===== src/verilog/host_brg_defines.svh =====
// Register offsets, field positions and timing constants for the host collision/baud block
`ifndef HOST_BRG_DEFINES_SVH
`define HOST_BRG_DEFINES_SVH
// Byte addresses on the register bus
`define A_STATUS   8'h00
`define A_RELOAD   8'h04
`define A_SHIFT    8'h08
`define A_CTRL     8'h0c
`define A_IRQ_STAT 8'h10
`define A_IRQ_MASK 8'h14
// serial_port_status fields
`define ST_SMP     7
`define ST_CKE     6
`define ST_STOP    4
`define ST_START   3
`define ST_BF      0
`define ST_WMASK   8'hc0
`define ST_RESET   8'h00
// Control fields
`define C_RSTART   0
`define C_STOP     1
`define C_PEN      2
// Interrupt status fields
`define I_BCOL     0
`define I_DONE     1
`define I_WIDTH    2
// Baud counter: one rollover is two counts per reload step, period 4*(reload+1)
`define BRG_W      9
`define BRG_ZERO   9'h000
// Pin synchroniser delay, taken off the free-running high phase
`define SYNC_LAT   9'h002
`define BIT_LAST   3'h7
`define RESP_OKAY  2'b00
`define RESP_SLV   2'b10
`endif


===== src/verilog/host_brg_pkg.sv =====
// Types for the host collision and baud generator block
package host_brg_pkg;
  typedef enum logic [11:0] {
    S_IDLE   = 12'h001,
    S_RS_REL = 12'h002,
    S_RS_CNT = 12'h004,
    S_RS_SCL = 12'h008,
    S_RS_HLD = 12'h010,
    S_RS_LOW = 12'h020,
    S_SP_SDA = 12'h040,
    S_SP_SCL = 12'h080,
    S_SP_CNT = 12'h100,
    S_SP_REL = 12'h200,
    S_TX_LO  = 12'h400,
    S_TX_HI  = 12'h800
  } seq_state_t;

  typedef struct packed {
    seq_state_t  st;
    logic [8:0]  brg;
    logic [2:0]  bitn;
    logic [7:0]  status;
    logic [7:0]  reload;
    logic [7:0]  shift;
    logic [2:0]  ctrl;
    logic [1:0]  irq_st;
    logic [1:0]  irq_mask;
    logic        irq;
    logic [1:0]  scl_sy;
    logic [1:0]  sda_sy;
    logic        scl_oe_n;
    logic        sda_oe_n;
    logic        aw_hold;
    logic [7:0]  aw_addr;
    logic        w_hold;
    logic [31:0] wdata;
    logic        wstrb0;
    logic        awready;
    logic        wready;
    logic        bvalid;
    logic [1:0]  bresp;
    logic        arready;
    logic        rvalid;
    logic [31:0] rdata;
    logic [1:0]  rresp;
  } blk_state_t;
endpackage : host_brg_pkg


===== src/verilog/host_collision_brg.sv =====
// Two-wire host: repeated start / stop collision checks and shared baud counter
// What this block does
// - Repeated start: data low at clock rise collides
// - Repeated start: clock falls before data driven
// - Load, count, release clock, sample data high
// - Data high: reload; early data fall is fine
// - Clock fall before expiry, data undriven: collision
// - Both high: drive data, reload, then clock low
// - Stop: data low, release clock, then count
// - Stop: data low after count expiry collides
// - Stop: clock low before data high collides
// - One baud counter, reload from software register
// - Shift buffer write starts counter automatically
// - Counter stops when done; clock holds level
// - Counter reloaded twice per bus clock period
// - Bus clock is oscillator over 4*(reload+1)
// - Status layout; top two bits writable; reset zero
// - Collision sets flag and returns port idle
// - Collision aborts sequence, releases lines, clears start and stop requests
`timescale 1ns/1ps
`default_nettype none
`include "host_brg_defines.svh"
module host_collision_brg (
  // Clock and reset
  input  wire logic        aclk,
  input  wire logic        aresetn,
  // AXI4-Lite write address and data
  input  wire logic [7:0]  s_axi_awaddr,
  input  wire logic        s_axi_awvalid,
  output var  logic        s_axi_awready,
  input  wire logic [31:0] s_axi_wdata,
  input  wire logic [3:0]  s_axi_wstrb,
  input  wire logic        s_axi_wvalid,
  output var  logic        s_axi_wready,
  // AXI4-Lite write response
  output var  logic [1:0]  s_axi_bresp,
  output var  logic        s_axi_bvalid,
  input  wire logic        s_axi_bready,
  // AXI4-Lite read
  input  wire logic [7:0]  s_axi_araddr,
  input  wire logic        s_axi_arvalid,
  output var  logic        s_axi_arready,
  output var  logic [31:0] s_axi_rdata,
  output var  logic [1:0]  s_axi_rresp,
  output var  logic        s_axi_rvalid,
  input  wire logic        s_axi_rready,
  // Open-drain bus lines
  input  wire logic        scl_i,
  output var  logic        scl_o,
  output var  logic        scl_oe_n,
  input  wire logic        sda_i,
  output var  logic        sda_o,
  output var  logic        sda_oe_n,
  // Interrupt
  output var  logic        irq
);
  import host_brg_pkg::*;

  blk_state_t q, d;
  logic       scl_s, sda_s, expired, coll, done, rd_irq;
  logic [8:0] brg_load;

  // Map an address to a known register
  function automatic logic mapped(input logic [7:0] a);
    if (a == `A_STATUS) begin
      return 1'b1;
    end else if (a == `A_RELOAD) begin
      return 1'b1;
    end else if (a == `A_SHIFT) begin
      return 1'b1;
    end else if (a == `A_CTRL) begin
      return 1'b1;
    end else if (a == `A_IRQ_STAT) begin
      return 1'b1;
    end else if (a == `A_IRQ_MASK) begin
      return 1'b1;
    end else begin
      return 1'b0;
    end
  endfunction : mapped

  // Level of a data bit, counted from the top (MSB first)
  function automatic logic bit_at(input logic [7:0] b, input logic [2:0] n);
    return b[`BIT_LAST - n];
  endfunction : bit_at

  // Read word for an address; unmapped and unused bits read zero
  function automatic logic [31:0] read_reg(input logic [7:0] a, input blk_state_t s);
    logic [31:0] w;
    w = 32'h0000_0000;
    if (a == `A_STATUS) begin
      w[7:0] = s.status;
    end else if (a == `A_RELOAD) begin
      w[7:0] = s.reload;
    end else if (a == `A_SHIFT) begin
      w[7:0] = s.shift;
    end else if (a == `A_CTRL) begin
      w[2:0] = s.ctrl;
    end else if (a == `A_IRQ_STAT) begin
      w[1:0] = s.irq_st;
    end else if (a == `A_IRQ_MASK) begin
      w[1:0] = s.irq_mask;
    end
    return w;
  endfunction : read_reg

  assign scl_s    = q.scl_sy[1];
  assign sda_s    = q.sda_sy[1];
  assign expired  = (q.brg == `BRG_ZERO);
  // Two counts per reload step gives a rollover of 2*(reload+1) cycles
  assign brg_load = {q.reload, 1'b1};

  always_comb begin
    d      = q;
    coll   = 1'b0;
    done   = 1'b0;
    rd_irq = 1'b0;
    // Pin levels are asynchronous: two flops before any logic sees them
    d.scl_sy = {q.scl_sy[0], scl_i};
    d.sda_sy = {q.sda_sy[0], sda_i};
    if (!expired) begin
      d.brg = q.brg - 9'h001;
    end

    // ---------------- Register bus ----------------
    if (s_axi_awvalid && q.awready) begin
      d.aw_hold = 1'b1;
      d.aw_addr = s_axi_awaddr;
    end
    if (s_axi_wvalid && q.wready) begin
      d.w_hold = 1'b1;
      d.wdata  = s_axi_wdata;
      d.wstrb0 = s_axi_wstrb[0];
    end
    if (q.bvalid && s_axi_bready) begin
      d.bvalid = 1'b0;
    end
    // Address and data may arrive in either order
    if (q.aw_hold && q.w_hold && !q.bvalid) begin
      d.aw_hold = 1'b0;
      d.w_hold  = 1'b0;
      d.bvalid  = 1'b1;
      d.bresp   = mapped(q.aw_addr) ? `RESP_OKAY : `RESP_SLV;
      if (q.wstrb0) begin
        if (q.aw_addr == `A_STATUS) begin
          d.status = (q.status & ~`ST_WMASK) | (q.wdata[7:0] & `ST_WMASK);
        end else if (q.aw_addr == `A_RELOAD) begin
          d.reload = q.wdata[7:0];
        end else if (q.aw_addr == `A_SHIFT) begin
          // Writes while a sequence runs are dropped, buffer unchanged
          if (q.st == S_IDLE && q.ctrl[`C_PEN]) begin
            d.shift             = q.wdata[7:0];
            d.status[`ST_BF]    = 1'b1;
            d.st                = S_TX_LO;
            d.bitn              = 3'h0;
            d.scl_oe_n          = 1'b0;
            d.sda_oe_n          = bit_at(q.wdata[7:0], 3'h0);
            d.brg               = brg_load;
          end
        end else if (q.aw_addr == `A_CTRL) begin
          d.ctrl = q.wdata[2:0];
        end else if (q.aw_addr == `A_IRQ_MASK) begin
          d.irq_mask = q.wdata[1:0];
        end
      end
    end
    if (q.rvalid && s_axi_rready) begin
      d.rvalid = 1'b0;
    end
    if (s_axi_arvalid && q.arready) begin
      d.rvalid = 1'b1;
      d.rresp  = mapped(s_axi_araddr) ? `RESP_OKAY : `RESP_SLV;
      d.rdata  = read_reg(s_axi_araddr, q);
      // Reading the interrupt status clears it further down
      rd_irq   = (s_axi_araddr == `A_IRQ_STAT);
    end

    // ---------------- Sequencer ----------------
    case (q.st)
      S_IDLE: begin
        // Counter runs down to zero and stays there; lines keep their last level
        if (q.ctrl[`C_PEN] && q.ctrl[`C_RSTART]) begin
          d.st       = S_RS_REL;
          d.sda_oe_n = 1'b1;
        end else if (q.ctrl[`C_PEN] && q.ctrl[`C_STOP]) begin
          d.st       = S_SP_SDA;
          d.sda_oe_n = 1'b0;
        end
      end
      S_RS_REL: begin
        if (sda_s) begin
          d.brg = brg_load;
          d.st  = S_RS_CNT;
        end
      end
      S_RS_CNT: begin
        if (expired) begin
          d.scl_oe_n = 1'b1;
          d.st       = S_RS_SCL;
        end
      end
      S_RS_SCL: begin
        // Clock arbitration: wait while anyone holds the clock low
        if (scl_s) begin
          if (!sda_s) begin
            coll = 1'b1;
          end else begin
            d.brg = brg_load;
            d.st  = S_RS_HLD;
          end
        end
      end
      S_RS_HLD: begin
        // Clock taken low before our data fell: another host sends a one
        if (!scl_s && sda_s) begin
          coll = 1'b1;
        end else if (expired || !sda_s) begin
          // Early data fall from another host is not a collision
          d.sda_oe_n = 1'b0;
          d.brg      = brg_load;
          d.st       = S_RS_LOW;
        end
      end
      S_RS_LOW: begin
        if (expired) begin
          d.scl_oe_n               = 1'b0;
          d.status[`ST_START]      = 1'b1;
          d.status[`ST_STOP]       = 1'b0;
          d.ctrl[`C_RSTART]        = 1'b0;
          done                     = 1'b1;
          d.st                     = S_IDLE;
        end
      end
      S_SP_SDA: begin
        if (!sda_s) begin
          d.scl_oe_n = 1'b1;
          d.st       = S_SP_SCL;
        end
      end
      S_SP_SCL: begin
        if (scl_s) begin
          d.brg = brg_load;
          d.st  = S_SP_CNT;
        end
      end
      S_SP_CNT: begin
        // Clock stolen while we count: another host drives it
        if (!scl_s) begin
          coll = 1'b1;
        end else if (expired) begin
          d.sda_oe_n = 1'b1;
          d.brg      = brg_load;
          d.st       = S_SP_REL;
        end
      end
      S_SP_REL: begin
        if (!scl_s && !sda_s) begin
          coll = 1'b1;
        end else if (expired) begin
          // Data still low after expiry: another host drives a zero
          if (!sda_s) begin
            coll = 1'b1;
          end else begin
            d.status[`ST_STOP]  = 1'b1;
            d.status[`ST_START] = 1'b0;
            d.ctrl[`C_STOP]     = 1'b0;
            done                = 1'b1;
            d.st                = S_IDLE;
          end
        end
      end
      S_TX_LO: begin
        if (expired) begin
          d.scl_oe_n = 1'b1;
          // Shortened load: the synchroniser delay belongs to the high phase
          d.brg      = brg_load - `SYNC_LAT;
          d.st       = S_TX_HI;
        end
      end
      S_TX_HI: begin
        // A held-low clock (stretching) keeps the high phase from starting;
        // the count is frozen, so a stretch delays but never shortens it
        if (!scl_s) begin
          d.brg = q.brg;
        end else if (expired) begin
          d.scl_oe_n = 1'b0;
          if (q.bitn == `BIT_LAST) begin
            d.status[`ST_BF] = 1'b0;
            done             = 1'b1;
            d.st             = S_IDLE;
          end else begin
            d.bitn     = q.bitn + 3'h1;
            d.sda_oe_n = bit_at(q.shift, q.bitn + 3'h1);
            d.brg      = brg_load;
            d.st       = S_TX_LO;
          end
        end
      end
      default: begin
        d.st = S_IDLE;
      end
    endcase

    // A collision outranks any step taken above
    if (coll) begin
      d.scl_oe_n         = 1'b1;
      d.sda_oe_n         = 1'b1;
      d.ctrl[`C_RSTART]  = 1'b0;
      d.ctrl[`C_STOP]    = 1'b0;
      d.status[`ST_BF]   = 1'b0;
      d.brg              = `BRG_ZERO;
      d.st               = S_IDLE;
    end
    // Disabling the port abandons any sequence and frees both lines
    if (!q.ctrl[`C_PEN]) begin
      d.status[`ST_STOP]  = 1'b0;
      d.status[`ST_START] = 1'b0;
      d.scl_oe_n          = 1'b1;
      d.sda_oe_n          = 1'b1;
      d.st                = S_IDLE;
    end

    // Read clears, but a new event in the same cycle survives
    if (rd_irq) begin
      d.irq_st = '0;
    end
    if (coll) begin
      d.irq_st[`I_BCOL] = 1'b1;
    end
    if (done) begin
      d.irq_st[`I_DONE] = 1'b1;
    end
    d.irq     = |(d.irq_st & d.irq_mask);
    // Ready from next state, so no write is taken while a write response waits, and no read while read data waits
    d.awready = !d.aw_hold && !d.bvalid;
    d.wready  = !d.w_hold && !d.bvalid;
    d.arready = !d.rvalid;
  end

  always_ff @(posedge aclk) begin
    if (!aresetn) begin
      q          <= '0;
      q.st       <= S_IDLE;
      q.status   <= `ST_RESET;
      q.scl_sy   <= 2'b11;
      q.sda_sy   <= 2'b11;
      q.scl_oe_n <= 1'b1;
      q.sda_oe_n <= 1'b1;
    end else begin
      q <= d;
    end
  end

  assign s_axi_awready = q.awready;
  assign s_axi_wready  = q.wready;
  assign s_axi_bvalid  = q.bvalid;
  assign s_axi_bresp   = q.bresp;
  assign s_axi_arready = q.arready;
  assign s_axi_rvalid  = q.rvalid;
  assign s_axi_rdata   = q.rdata;
  assign s_axi_rresp   = q.rresp;
  // Pins are only ever pulled low; the enable decides
  assign scl_o         = 1'b0;
  assign sda_o         = 1'b0;
  assign scl_oe_n      = q.scl_oe_n;
  assign sda_oe_n      = q.sda_oe_n;
  assign irq           = q.irq;
endmodule : host_collision_brg
`default_nettype wire


===== config.mk =====
export PLATFORM = sky130hd
export DESIGN_NAME = host_collision_brg
export DESIGN_NICKNAME = d
export VERILOG_FILES = /design/src/verilog/host_brg_pkg.sv /design/src/verilog/host_collision_brg.sv
export VERILOG_INCLUDE_DIRS = /design/src /design/src/verilog
export SDC_FILE = /design/constraint.sdc
export NUM_CORES = 1
export LEC_CHECK = 0
export BUFFER_PORTS_ARGS = -buffer_cell sky130_fd_sc_hd__buf_4
export CAP_MARGIN = 20
export CORE_ASPECT_RATIO = 0.6
export CORE_MARGIN = 2
export CORE_UTILIZATION = 60
export CTS_CLUSTER_DIAMETER = 30
export DETAILED_ROUTE_END_ITERATION = 7
export MAX_ROUTING_LAYER = met4
export PLACE_DENSITY = 0.86
export REMOVE_ABC_BUFFERS = 1
export SYNTH_ARGS = -nofsm -noshare
export SYNTH_HDL_FRONTEND = slang
export SYNTH_SLANG_ARGS = --single-unit

===== constraint.sdc =====
create_clock -name aclk -period 6.3 [get_ports aclk]
set_clock_uncertainty 0.15 [all_clocks]
set_input_delay 1.26 -clock aclk [delete_from_list [all_inputs] [get_ports aclk]]
set_output_delay 1.26 -clock aclk [all_outputs]
set_load 0.05 [all_outputs]

## After elaboration in Yosys (flattened, before gate mapping)

Cells that the tools add are included.

- Flip-flop bits (word level): 122
- Input port bits: 61
- Logic and storage cells: 239
- Output and inout port bits: 46

- Add/subtract/negate cells: 4
- Order comparisons: 1
- Muxes and demuxes: 139
- Bitwise operators: 7
- Reductions and logical operators: 34
- Eq/ne operators: 24

Operators with widths:

| cell | count |
|---|---|
| 2-to-1 mux 21 bit | 9 |
| one-hot mux 12 bit (12 select lines) | 1 |
| 2-to-1 mux 12 bit | 10 |
| 2-to-1 mux 24 bit | 5 |
| 2-to-1 mux 51 bit | 2 |
| one-hot mux 9 bit (7 select lines) | 1 |
| 2-to-1 mux 1 bit | 59 |
| 2-to-1 mux 2 bit | 24 |
| 2-to-1 mux 8 bit | 5 |
| 2-to-1 mux 35 bit | 1 |
| 2-to-1 mux 34 bit | 1 |
| equality test 8 x 4 -> 1 bit, second input constant | 4 |
| equality test 8 x 5 -> 1 bit, second input constant | 4 |
| 2-to-1 mux 9 bit | 3 |
| 2-to-1 mux 11 bit | 2 |
| 2-to-1 mux 3 bit | 7 |
| 2-to-1 mux 19 bit | 1 |
| equality test 8 x 3 -> 1 bit, second input constant | 2 |
| zero test 8 bit | 2 |
| logical AND 1 bit | 14 |
| equality test 12 x 1 -> 1 bit, second input constant | 1 |
| equality test 12 x 10 -> 1 bit, second input constant | 1 |
| equality test 12 x 11 -> 1 bit, second input constant | 1 |
| equality test 12 bit, second input constant | 1 |
| other kinds (33) | 48 |

## Longest topological paths before layout

Gate-level depths: netlist (run 1).

- Depth in word-level cells: 12
- Mapped depth: 11
- Depth with buffers taken out: 9

## Worst setup path before layout (run 1)

OpenSTA, ideal clock, no wires.

- Kind: input-to-reg
- From: input port s_axi_araddr[7]
- To: register q, in the netlist irq
- Path slack: 3,619 ps
- Arrival time: 2,414 ps
- Data required time: 6,033 ps
- Path buffers: 0
- Setup time: 117 ps
- Stages: 5
- Cells stage by stage: or4_1 > nor2_1 > nand4_1 > a21o_1 > a22o_1

- Word-level cells in the longest chain between the ends: 6
- Elaborated cells between the ends (all ways): 7
- Classes of those cells: 1 x eq/ne; 4 x mux; 1 x bitwise; 1 x reduce/logical

RTL lines:

| item | RTL line | RTL |
|---|---|---|
| from (decl) | host_collision_brg.sv:40 | `input wire logic [7:0] s_axi_araddr,` |
| equality test 8 x 5 -> 1 bit (no source line) * | -- |  |
| 2-to-1 mux 1 bit * | host_collision_brg.sv:170 | `if (s_axi_arvalid && q.arready) begin` |
| 2-to-1 mux 2 bit * | host_collision_brg.sv:324 | `if (rd_irq) begin` |
| 2-to-1 mux 1 bit, on equally long branches | host_collision_brg.sv:327, host_collision_brg.sv:330 |  |
| AND 2 bit * | host_collision_brg.sv:333 | `d.irq = \|(d.irq_st & d.irq_mask);` |
| OR reduction 2 bit * | host_collision_brg.sv:333 |  |
| to (decl) | host_collision_brg.sv:59 | `blk_state_t q, d;` |

Every way passes the cells marked *; elsewhere a longest branch is shown, timed or not.
A chain may end at the register's enable or synchronous reset.

## Final worst setup path (run 1)

- From: register q[125] in the netlist's numbering
- To: register q[134] in the netlist's numbering

- Word-level cells in the longest chain between the ends: 5
- Elaborated cells between the ends (all ways): 18
- Classes of those cells: 15 x mux; 3 x reduce/logical

RTL lines:

| item | RTL line |
|---|---|
| zero test 9 bit (no source line) * | -- |
| 2-to-1 mux 1 bit or logical OR 1 bit (tied branches) | host_collision_brg.sv:259, host_collision_brg.sv:217 |
| 2-to-1 mux 1 bit or 2-to-1 mux 21 bit (tied branches) | host_collision_brg.sv:257, host_collision_brg.sv:217 |
| one-hot mux 1 bit (4 select lines) or 2-to-1 mux 21 bit (tied branches) | host_collision_brg.sv:179, host_collision_brg.sv:215 |
| OR reduction 3 bit (no source line) or one-hot mux 12 bit (12 select lines) (tied branches) | -- |

Marked as above.

==> results of run 1 <==
==> sequential cells by signal, summed over array words and instances, names as in the netlist <==
signal,cells
irq,1
brg_load,8
s_axi_bvalid,1
s_axi_bresp,1
sda_oe_n,1
s_axi_awready,1
scl_oe_n,1
q,65
s_axi_rdata,8
s_axi_wready,1
s_axi_rresp,1
s_axi_rvalid,1
d,2
s_axi_arready,1
==> per-stage QoR <==
| step | cell area, um^2 | std cells |
|---|---|---|
| 3_3_place_gp | 5730 | 821 |
| 2_1_floorplan | 5170 | 651 |
| 4_1_cts | 6020 | 837 |
| 5_1_grt | 6020 | 837 |
| 3_5_place_dp | 5730 | 821 |
| 6_report | 6020 | 837 |
==> layer usage <==
layer	up-vias	wire length [um]
li1	2460	-
met1	2463	6770
met2	304	6500
met3	27	1780
met4	0	195
met5	-	0
==> worst paths after layout <==
path	from	endpoint	slack, ps
hold reg to reg	d[87]$_SDFF_PN1_	q[87]$_SDFF_PN1_	260
setup reg to reg	q[125]$_SDFFE_PP0P_	q[134]$_SDFF_PP1_	2750
setup / recovery	q[125]$_SDFFE_PP0P_	q[134]$_SDFF_PP1_	2750
hold / removal	d[87]$_SDFF_PN1_	q[87]$_SDFF_PN1_	260
==> cell type report <==
| type | count | share of cell area (%) |
|---|---|---|
| Clock buffer | 13 | 3.99 |
| Clock inverter | 3 | 0.770 |
| Inverter | 13 | 0.811 |
| Multi-Input combinational cell | 545 | 54.3 |
| Sequential cell | 93 | 30.9 |
| Tap cell | 116 | 2.41 |
| Timing Repair Buffer | 54 | 6.74 |
==> worst max-delay path, stage by stage (launching register included) <==
cell	delay, ps
dfxtp_1	330
inv_1	130
ha_1	190
nor4b_2	490
and2_1	680
a221oi_1	340
or3b_1	460
a211o_1	280
a311o_1	370
==> layout by cell type (no fill, tap or decap), types with 11 or more instances in the layout <==
cell type	Yosys	layout
nand2_1	107	107
dfxtp_1	93	93
a21oi_1	57	57
buf_4	41	54
nor2_1	49	49
o21ai_0	38	38
a21boi_0	29	29
nand3_1	28	28
conb_1	1	28
mux2i_1	24	24
nor3_1	13	13
inv_1	12	12
nand4_1	12	12
nor2b_1	12	12
and2_1	11	11
==> kinds of logic after synthesis <==
family / after synthesis / synth area share (%)
muxes: 31 / 6.37
xor gates and xnor gates: 9 / 1.42
and+or+nand+nor: 305 / 29.0
DFF: 93 / 33.6
adders and majority gates: 5 / 1.13
AOI/OAI and AO/OA: 167 / 19.0
buffers and inverters: 92 / 9.35
other: 1 / 0.0677
==> report_power, final <==
group / switching (mW) / internal [mW]
logic: 0.250 / 0.158
clock network: 0.222 / 0.309
registers: 0.0417 / 0.621
total: 0.513 / 1.09
==> impl_metrics.env, run 1 <==
export IMPL_status="complete, no violations"
export IMPL_dp_hpwl_mm=11.1
export IMPL_cts_made_buffers=9
export IMPL_clk_pin_slew_ps=60
export IMPL_grt_util_met2_pct=44.8
export IMPL_finalSetupViolCount=0
export IMPL_cts_sinks=93
export IMPL_synth_area_um2=5540
export IMPL_htree_levels=3
export IMPL_timing_final_crit_period_ps=3550
export IMPL_yosys_cell_count_top_type="nand2_1"
export IMPL_async_flop_share_pct=0
export IMPL_synthCells=703
export IMPL_ctsResizeCount=0
export IMPL_antenna_found_initial=0
export IMPL_gp_congestion=1.00
export IMPL_worstRegToRegCells=8
export IMPL_ff_latch_area_um2=1860
export IMPL_fillCellCount=765
export IMPL_fin_ws_ps=2750
export IMPL_grt_overflow_total=0
export IMPL_crit_type="flip-flop to flip-flop"
export IMPL_grt_busiest_layer="met1"
export IMPL_io_pins=107
export IMPL_cap_viol_max_count=0
export IMPL_synth_seq_cells=93
export IMPL_postCtsHoldBufs=0
export IMPL_drive_gt1_share_pct=13.3
export IMPL_synthDistinctLibCells=72
export IMPL_min_path_type="flip-flop to flip-flop"
export IMPL_fmax_mhz=282
export IMPL_postRouteAntennaNets=0
export IMPL_rsz0062_at_grt="no"
export IMPL_cts_tree="yes"
export IMPL_die_area_um2=10000
export IMPL_use_met3_pct=7.77
export IMPL_drv_slew=0
export IMPL_netlist_top_cells_area="dfxtp_1, nand2_1, buf_4"
export IMPL_drtIter0Drc=677
export IMPL_end_kind="flip-flop"
export IMPL_nets=782
export IMPL_wl_per_cell_um=18.2
export IMPL_fp_row_count=27
export IMPL_drt_wl_total_mm=15.2
export IMPL_worstPathArrival_ps=3620
export IMPL_viasPerCell=6.28
export IMPL_ys_seq_area_share_pct=33.6
export IMPL_start_util_pct=61.0
export IMPL_p_per_area_nw_per_um2=266
export IMPL_crit_fanout=19
export IMPL_grt_max_degree=51
export IMPL_vias=5254
export IMPL_fin_crit_sh_pct=56.4
export IMPL_utilization_pct=66.2
export IMPL_tightest_slew_ps=916
export IMPL_post_cts_buffers=0
export IMPL_holdPathStages=1
export IMPL_first_pass_iters=5
export IMPL_synth_commonest_cells="nand2_1, dfxtp_1, a21oi_1, nor2_1, buf_4"
export IMPL_power_leakage_nw=2.37
export IMPL_ys_flop_type="dfxtp_1"
export IMPL_track_usage_pct=31.5
export IMPL_clock_latency_ps=340
export IMPL_antenna_cells=0
export IMPL_syn_area_per_cell_um2=7.88
export IMPL_core_um2=9090
export IMPL_crit_required_ps=6370
export IMPL_yosys_area_top_type="dfxtp_1"
export IMPL_met1_usage_pct=45.1
export IMPL_hold_violations=0
export IMPL_finalSetupTns_ps=0
export IMPL_ys_warn_count=0
export IMPL_grt_pass1_vias=4718
export IMPL_synth_edf_count=0
export IMPL_grt_pass1_wl_mm=24.0
export IMPL_place_ws_ps=2870
export IMPL_power_total_mw=1.60
export IMPL_cts_root_buf="clkbuf_16"
export IMPL_die_h_um=78.4
export IMPL_dieWidth_um=128
export IMPL_io_buffers=51
export IMPL_hold_ws_ps=256
export IMPL_ir_worst_vdd_mv=0.143
export IMPL_drc=0
export IMPL_startpoint_type="flip-flop"
export IMPL_multi_input_area_um2=3270
export IMPL_area_growth_pct=8.58
export IMPL_max_slew_margin_pct=38.4
export IMPL_synth_top_cell_area_share_pct=33.6
export IMPL_cts_max_path_buffers=2
Power figures use the tool's default switching activity.
==> run 2, diff against run 1 <==
--- a/config.mk
+++ b/config.mk
@@ -10,11 +10,11 @@
 export CAP_MARGIN = 20
 export CORE_ASPECT_RATIO = 0.6
 export CORE_MARGIN = 2
-export CORE_UTILIZATION = 60
+export CORE_UTILIZATION = 56
 export CTS_CLUSTER_DIAMETER = 30
 export DETAILED_ROUTE_END_ITERATION = 7
 export MAX_ROUTING_LAYER = met4
-export PLACE_DENSITY = 0.86
+export PLACE_DENSITY = 0.81
 export REMOVE_ABC_BUFFERS = 1
 export SYNTH_ARGS = -nofsm -noshare
 export SYNTH_HDL_FRONTEND = slang
==> constraint.sdc (replaced) <==
create_clock -name aclk -period 3.7 [get_ports aclk]
set_clock_uncertainty 0.15 [all_clocks]
set_input_delay 0.74 -clock aclk [delete_from_list [all_inputs] [get_ports aclk]]
set_output_delay 0.74 -clock aclk [all_outputs]
set_load 0.05 [all_outputs]
==> run 2 against run 1 <==
Compared with the run above:
- global-route usage is 0.43 points lower
- non-clock buffer count is 13 higher
- register-to-register slack worse by 2100 ps
- largest power group unchanged
- maximum frequency is 15% higher
- via count is 2.5% higher
- sequential power is 70% higher
- critical path depth is 1 higher
- clock power is 100% higher
- routed wire length is 6.5% higher
- final cell count is 3.8% higher
==> impl_metrics.env, run 2 (same netlist as run 1, synthesis figures left out) <==
export IMPL_status="complete, no violations"
export IMPL_cts_made_buffers=9
export IMPL_clk_pin_slew_ps=80
export IMPL_antenna_cells=0
export IMPL_p_per_area_nw_per_um2=473
export IMPL_hold_ws_ps=258
export IMPL_die_area_um2=10700
export IMPL_postCtsHoldBufs=0
export IMPL_drc=0
export IMPL_drv_slew=0
export IMPL_grt_overflow_total=0
export IMPL_htree_levels=3
export IMPL_max_slew_margin_pct=42.0
export IMPL_antenna_found_initial=0
export IMPL_dp_cells=853
export IMPL_crit_fanout=5
export IMPL_dp_hpwl_mm=11.9
export IMPL_rsz0062_at_grt="no"
export IMPL_cts_tree="yes"
export IMPL_final_cell_mix="nand2_1, dfxtp_1, buf_4"
export IMPL_hold_violations=0
export IMPL_vias=5386
export IMPL_fp_row_count=28
export IMPL_core_um2=9740
export IMPL_power_total_mw=2.93
export IMPL_track_usage_pct=31.1
export IMPL_largest_register="q"
export IMPL_cts_sinks=93
export IMPL_nets=795
export IMPL_grt_pass1_vias=4810
export IMPL_slowest_stage="nor4_1"
export IMPL_cp_cell_sequence="inv_1, ha_1, nor4b_2, nand3_1, or3b_1, o21ai_0, nor4_1, a21bo_2, a21oi_1"
export IMPL_fin_crit_sh_pct=83.3
export IMPL_finalNonFillerCells=869
export IMPL_finalSetupViolCount=0
export IMPL_postRouteAntennaNets=0
export IMPL_largest_register_ffs=65
export IMPL_grt_max_degree=51
export IMPL_dieWidth_um=132
export IMPL_timing_final_crit_period_ps=3080
export IMPL_fmax_mhz=324
export IMPL_gp_congestion=0.972
export IMPL_finalSetupTns_ps=0
export IMPL_cap_viol_max_count=0
export IMPL_start_util_pct=56.9
export IMPL_die_h_um=81.0
export IMPL_end_kind="flip-flop"
export IMPL_cts_root_buf="clkbuf_16"
export IMPL_cp_top_family="simple AND/OR/NAND/NOR gates"
export IMPL_layout_commonest_cell="nand2_1"
export IMPL_power_leakage_nw=2.46
export IMPL_fillCellCount=864
export IMPL_drive_gt1_share_pct=15.3
export IMPL_tightest_slew_ps=863
export IMPL_io_pins=107
export IMPL_ff_latch_area_um2=1860
export IMPL_wl_per_cell_um=18.7
export IMPL_crit_type="flip-flop to flip-flop"
export IMPL_placed_area_um2=5850
export IMPL_first_pass_iters=5
export IMPL_critPathMaxStageDelay_ps=620
export IMPL_worstPathArrival_ps=3170
export IMPL_cts_max_path_buffers=2
export IMPL_grt_pass1_wl_mm=25.3
export IMPL_clock_latency_ps=350
export IMPL_multi_input_area_um2=3270
export IMPL_startpoint_type="flip-flop"
export IMPL_design_area_um2=6200
export IMPL_io_buffers=51
export IMPL_drtIter0Drc=651
export IMPL_ir_worst_vdd_mv=0.284
export IMPL_area_growth_pct=11.9
export IMPL_ctsResizeCount=0
export IMPL_viasPerCell=6.20
export IMPL_post_cts_buffers=0
export IMPL_crit_buf_inv=1
export IMPL_min_path_type="flip-flop to flip-flop"
export IMPL_drt_wl_total_mm=16.2
export IMPL_crit_required_ps=3780
-- run 2: cell count changes in the layout (fill, tap and decap cells not counted), sizes merged --
cell,change
inv,+2
clkinv,-1
bufinv,+2
buf,+13
clkbuf,-3
-- run 2: final timing paths --
path	startpoint	endpoint	slack, ps	depth (start not counted)
setup / recovery	q[125]$_SDFFE_PP0P_	q[131]$_SDFFE_PP0P_	620	9
hold / removal	d[87]$_SDFF_PN1_	q[87]$_SDFF_PN1_	260	1
setup reg to reg	q[125]$_SDFFE_PP0P_	q[131]$_SDFFE_PP0P_	620	9
hold reg to reg	d[87]$_SDFF_PN1_	q[87]$_SDFF_PN1_	260	1
-- run 2: per-stage QoR --
step	worst slack, ps	utilization, %
6_report	616	63.6
2_1_floorplan	596	-
3_5_place_dp	713	60.1
3_3_place_gp	733	60.1
4_1_cts	707	63.6
5_1_grt	499	63.6
-- run 2: area by class of cell --
| cell class | count | area share [%] |
|---|---|---|
| inverters | 13 | 0.787 |
| clock inverters | 6 | 1.90 |
| flip-flops and latches | 93 | 30.0 |
| well taps | 135 | 2.73 |
| repair buffers | 67 | 8.12 |
| clock buffers | 10 | 3.69 |
| multi-input cells | 545 | 52.7 |
-- run 2: layer usage --
| metal | vias to the layer above | wire length [um] | share of wire [%] | track usage [%] |
|---|---|---|---|---|
| met5 | - | 0 | 0 | - |
| met4 | 0 | 175 | 1.1 | 7.53 |
| met3 | 21 | 1570 | 9.7 | 6.30 |
| met2 | 308 | 7050 | 43 | 46.0 |
| met1 | 2561 | 7440 | 46 | 43.7 |
| li1 | 2496 | - | - | - |
-- run 2: report_power, final --
part	internal (mW)	leakage [nW]	switching (mW)
registers	1.06	0.755	0.0704
logic	0.286	1.54	0.434
clock network	0.668	0.165	0.416
-- run 2: worst register-to-register path: stages (launching register included) --
cell	delay, ps
dfxtp_1	350
inv_1	130
ha_1	200
nor4b_2	510
nand3_1	180
or3b_1	260
o21ai_0	270
nor4_1	620
a21bo_2	230
a21oi_1	70
==> run 3, diff against run 2 <==
--- a/config.mk
+++ b/config.mk
@@ -10,11 +10,11 @@
 export CAP_MARGIN = 20
 export CORE_ASPECT_RATIO = 0.6
 export CORE_MARGIN = 2
-export CORE_UTILIZATION = 56
+export CORE_UTILIZATION = 51
 export CTS_CLUSTER_DIAMETER = 30
 export DETAILED_ROUTE_END_ITERATION = 7
 export MAX_ROUTING_LAYER = met4
-export PLACE_DENSITY = 0.81
+export PLACE_DENSITY = 0.77
 export REMOVE_ABC_BUFFERS = 1
 export SYNTH_ARGS = -nofsm -noshare
 export SYNTH_HDL_FRONTEND = slang
==> constraint.sdc (replaced) <==
create_clock -name aclk -period 2.79 [get_ports aclk]
set_clock_uncertainty 0.15 [all_clocks]
set_input_delay 0.558 -clock aclk [delete_from_list [all_inputs] [get_ports aclk]]
set_output_delay 0.558 -clock aclk [all_outputs]
set_load 0.05 [all_outputs]
==> run 3 against run 2 <==
Compared with the run above:
- clock-buffer cell count unchanged
- via count about the same
- power increased by 30%
- hold slack got worse by 24 ps
- maximum frequency increased by 13%
- critical path depth increased by 1
- global-route usage decreased by 2.0 points
- largest cell class unchanged
- highest routed layer unchanged
==> impl_metrics.env, run 3 (same netlist as run 1, synthesis figures left out) <==
export IMPL_cts_max_path_buffers=2
export IMPL_rsz0062_at_grt="yes"
export IMPL_p_comb_share_pct=28.5
export IMPL_utilization_pct=61.6
export IMPL_p_per_area_nw_per_um2=586
export IMPL_grt_pass1_wl_mm=26.4
export IMPL_io_buffers=51
export IMPL_die_h_um=84.7
export IMPL_track_usage_pct=29.1
export IMPL_swShare_pct=33.8
export IMPL_layout_commonest_cell="nand2_1"
export IMPL_hold_violations=0
export IMPL_placed_area_um2=6170
export IMPL_htree_levels=3
export IMPL_fmax_mhz=367
export IMPL_drt_wl_total_mm=16.6
export IMPL_clkPwrFrac_pct=32.4
export IMPL_slowest_stage="or3_1"
export IMPL_antenna_cells=0
export IMPL_dp_hpwl_mm=12.4
export IMPL_design_area_um2=6500
export IMPL_end_kind="flip-flop"
export IMPL_drc=0
export IMPL_vias=5391
export IMPL_drive_gt1_share_pct=20.7
export IMPL_start_util_pct=52.5
export IMPL_grt_overflow_total=0
export IMPL_fillCellCount=905
export IMPL_drv_slew=0
export IMPL_largest_register_ffs=65
export IMPL_crit_required_ps=2880
export IMPL_antenna_found_initial=0
export IMPL_core_um2=10600
export IMPL_fin_ws_ps=64.4
export IMPL_worstPathArrival_ps=2820
export IMPL_cts_made_buffers=9
export IMPL_finalSetupTns_ps=0
export IMPL_io_pins=107
export IMPL_clock_latency_ps=350
export IMPL_largest_register="q"
export IMPL_switching_power_mw=1.29
export IMPL_grt_max_degree=51
export IMPL_viasPerCell=5.91
export IMPL_final_cell_mix="nand2_1, buf_4, dfxtp_1"
export IMPL_postCtsHoldBufs=0
export IMPL_power_leakage_nw=2.65
export IMPL_die_area_um2=11700
export IMPL_first_pass_iters=5
export IMPL_fin_crit_sh_pct=97.7
export IMPL_cts_root_buf="clkbuf_16"
export IMPL_crit_fanout=12
export IMPL_area_growth_pct=17.4
export IMPL_nets=834
export IMPL_grt_pass1_vias=5061
export IMPL_max_slew_margin_pct=61.3
export IMPL_finalSetupViolCount=0
export IMPL_drtIter0Drc=474
export IMPL_crit_type="flip-flop to flip-flop"
export IMPL_cts_sinks=93
export IMPL_power_total_mw=3.81
export IMPL_postRouteAntennaNets=0
export IMPL_status="complete, no violations"
export IMPL_wl_per_cell_um=18.2
export IMPL_startpoint_type="flip-flop"
export IMPL_dieWidth_um=139
export IMPL_cap_viol_max_count=0
export IMPL_ir_worst_vdd_mv=0.394
export IMPL_p_int_mw=2.52
export IMPL_critPathMaxStageDelay_ps=440
export IMPL_cp_cell_sequence="inv_1, ha_1, nor4b_4, and2_1, buf_4, o31ai_1, a211o_1, or3_1, a21oi_1, a21oi_1"
export IMPL_cts_tree="yes"
export IMPL_p_seq_share_pct=39.1
export IMPL_clk_pin_slew_ps=70
export IMPL_gp_congestion=1.03
export IMPL_min_path_type="input pin to flip-flop"
export IMPL_tightest_slew_ps=580
export IMPL_place_ws_ps=65.1
export IMPL_fp_row_count=29
export IMPL_timing_final_crit_period_ps=2730
export IMPL_cpMostUsedCell="a21oi_1"
## run 3: changes by cell type in the layout (fill, tap and decap cells not counted), moves of 2 or more
cell	before	now
dfxtp_2	0	2
or4_4	2	4
dfxtp_1	93	91
or4_1	8	6
buf_12	0	2
bufinv_16	3	0
inv_6	1	4
buf_4	67	104
## run 3: power by group through the flow
stage	registers [mW]	logic (mW)	clock network, mW
after CTS	1.48	1.04	1.24
after detailed placement	1.51	1.04	0
after floorplan	1.52	0.658	0
after global placement	1.50	1.02	0
final	1.49	1.09	1.23
after global routing	1.50	1.17	1.29
## run 3: path summary, 6_finish.rpt
check / startpoint / endpoint / slack, ps / cells past startpoint
worst min-delay path: sda_i / d[87]$_SDFF_PN1_ / 230 / 2
worst max-delay path: q[126]$_SDFFE_PP0P_ / q[130]$_SDFFE_PP0P_ / 60 / 10
worst max register to register: q[126]$_SDFFE_PP0P_ / q[130]$_SDFFE_PP0P_ / 60 / 10
worst min register to register: d[89]$_SDFF_PN1_ / q[89]$_SDFF_PN1_ / 260 / 1
## run 3: area by class of cell
cell class / count / area [um^2] / share of cell area (%)
multi-input cells: 545 / 3310 / 50.8
inverters: 13 / 48.8 / 0.750
well taps: 139 / 174 / 2.67
flip-flops and latches: 93 / 1860 / 28.7
clock buffers: 10 / 239 / 3.67
repair buffers: 106 / 821 / 12.6
clock inverters: 6 / 51.3 / 0.789
## run 3: critical path, delay by kind of cell, from the launching register on
kind / cells / cell delay (ps)
buffers and inverters: 2 / 310
and+or+nand+nor: 3 / 980
adders and majority gates: 1 / 190
AOI/OAI and AO/OA: 4 / 640
DFF: 1 / 340
## run 3: what timing repair did
action,CTS,global route
setup endpoints to repair,0,18
setup buffers,0,0
resized for setup,0,9
## run 3: per-stage QoR
stage / instances / hold WS (ps)
after floorplan: 651 / 236
after global placement: 896 / 238
after detailed placement: 896 / 242
after CTS: 912 / 234
after global routing: 912 / 247
final: 912 / 234
## run 3: per-layer routing
layer / vias to the layer above / wire (um) / track usage, %
met1: 2572 / 7940 / 42.4
met3: 18 / 1440 / 6.73
li1: 2562 / - / -
met5: - / 0 / -
met2: 239 / 7040 / 40.8
met4: 0 / 178 / 6.03
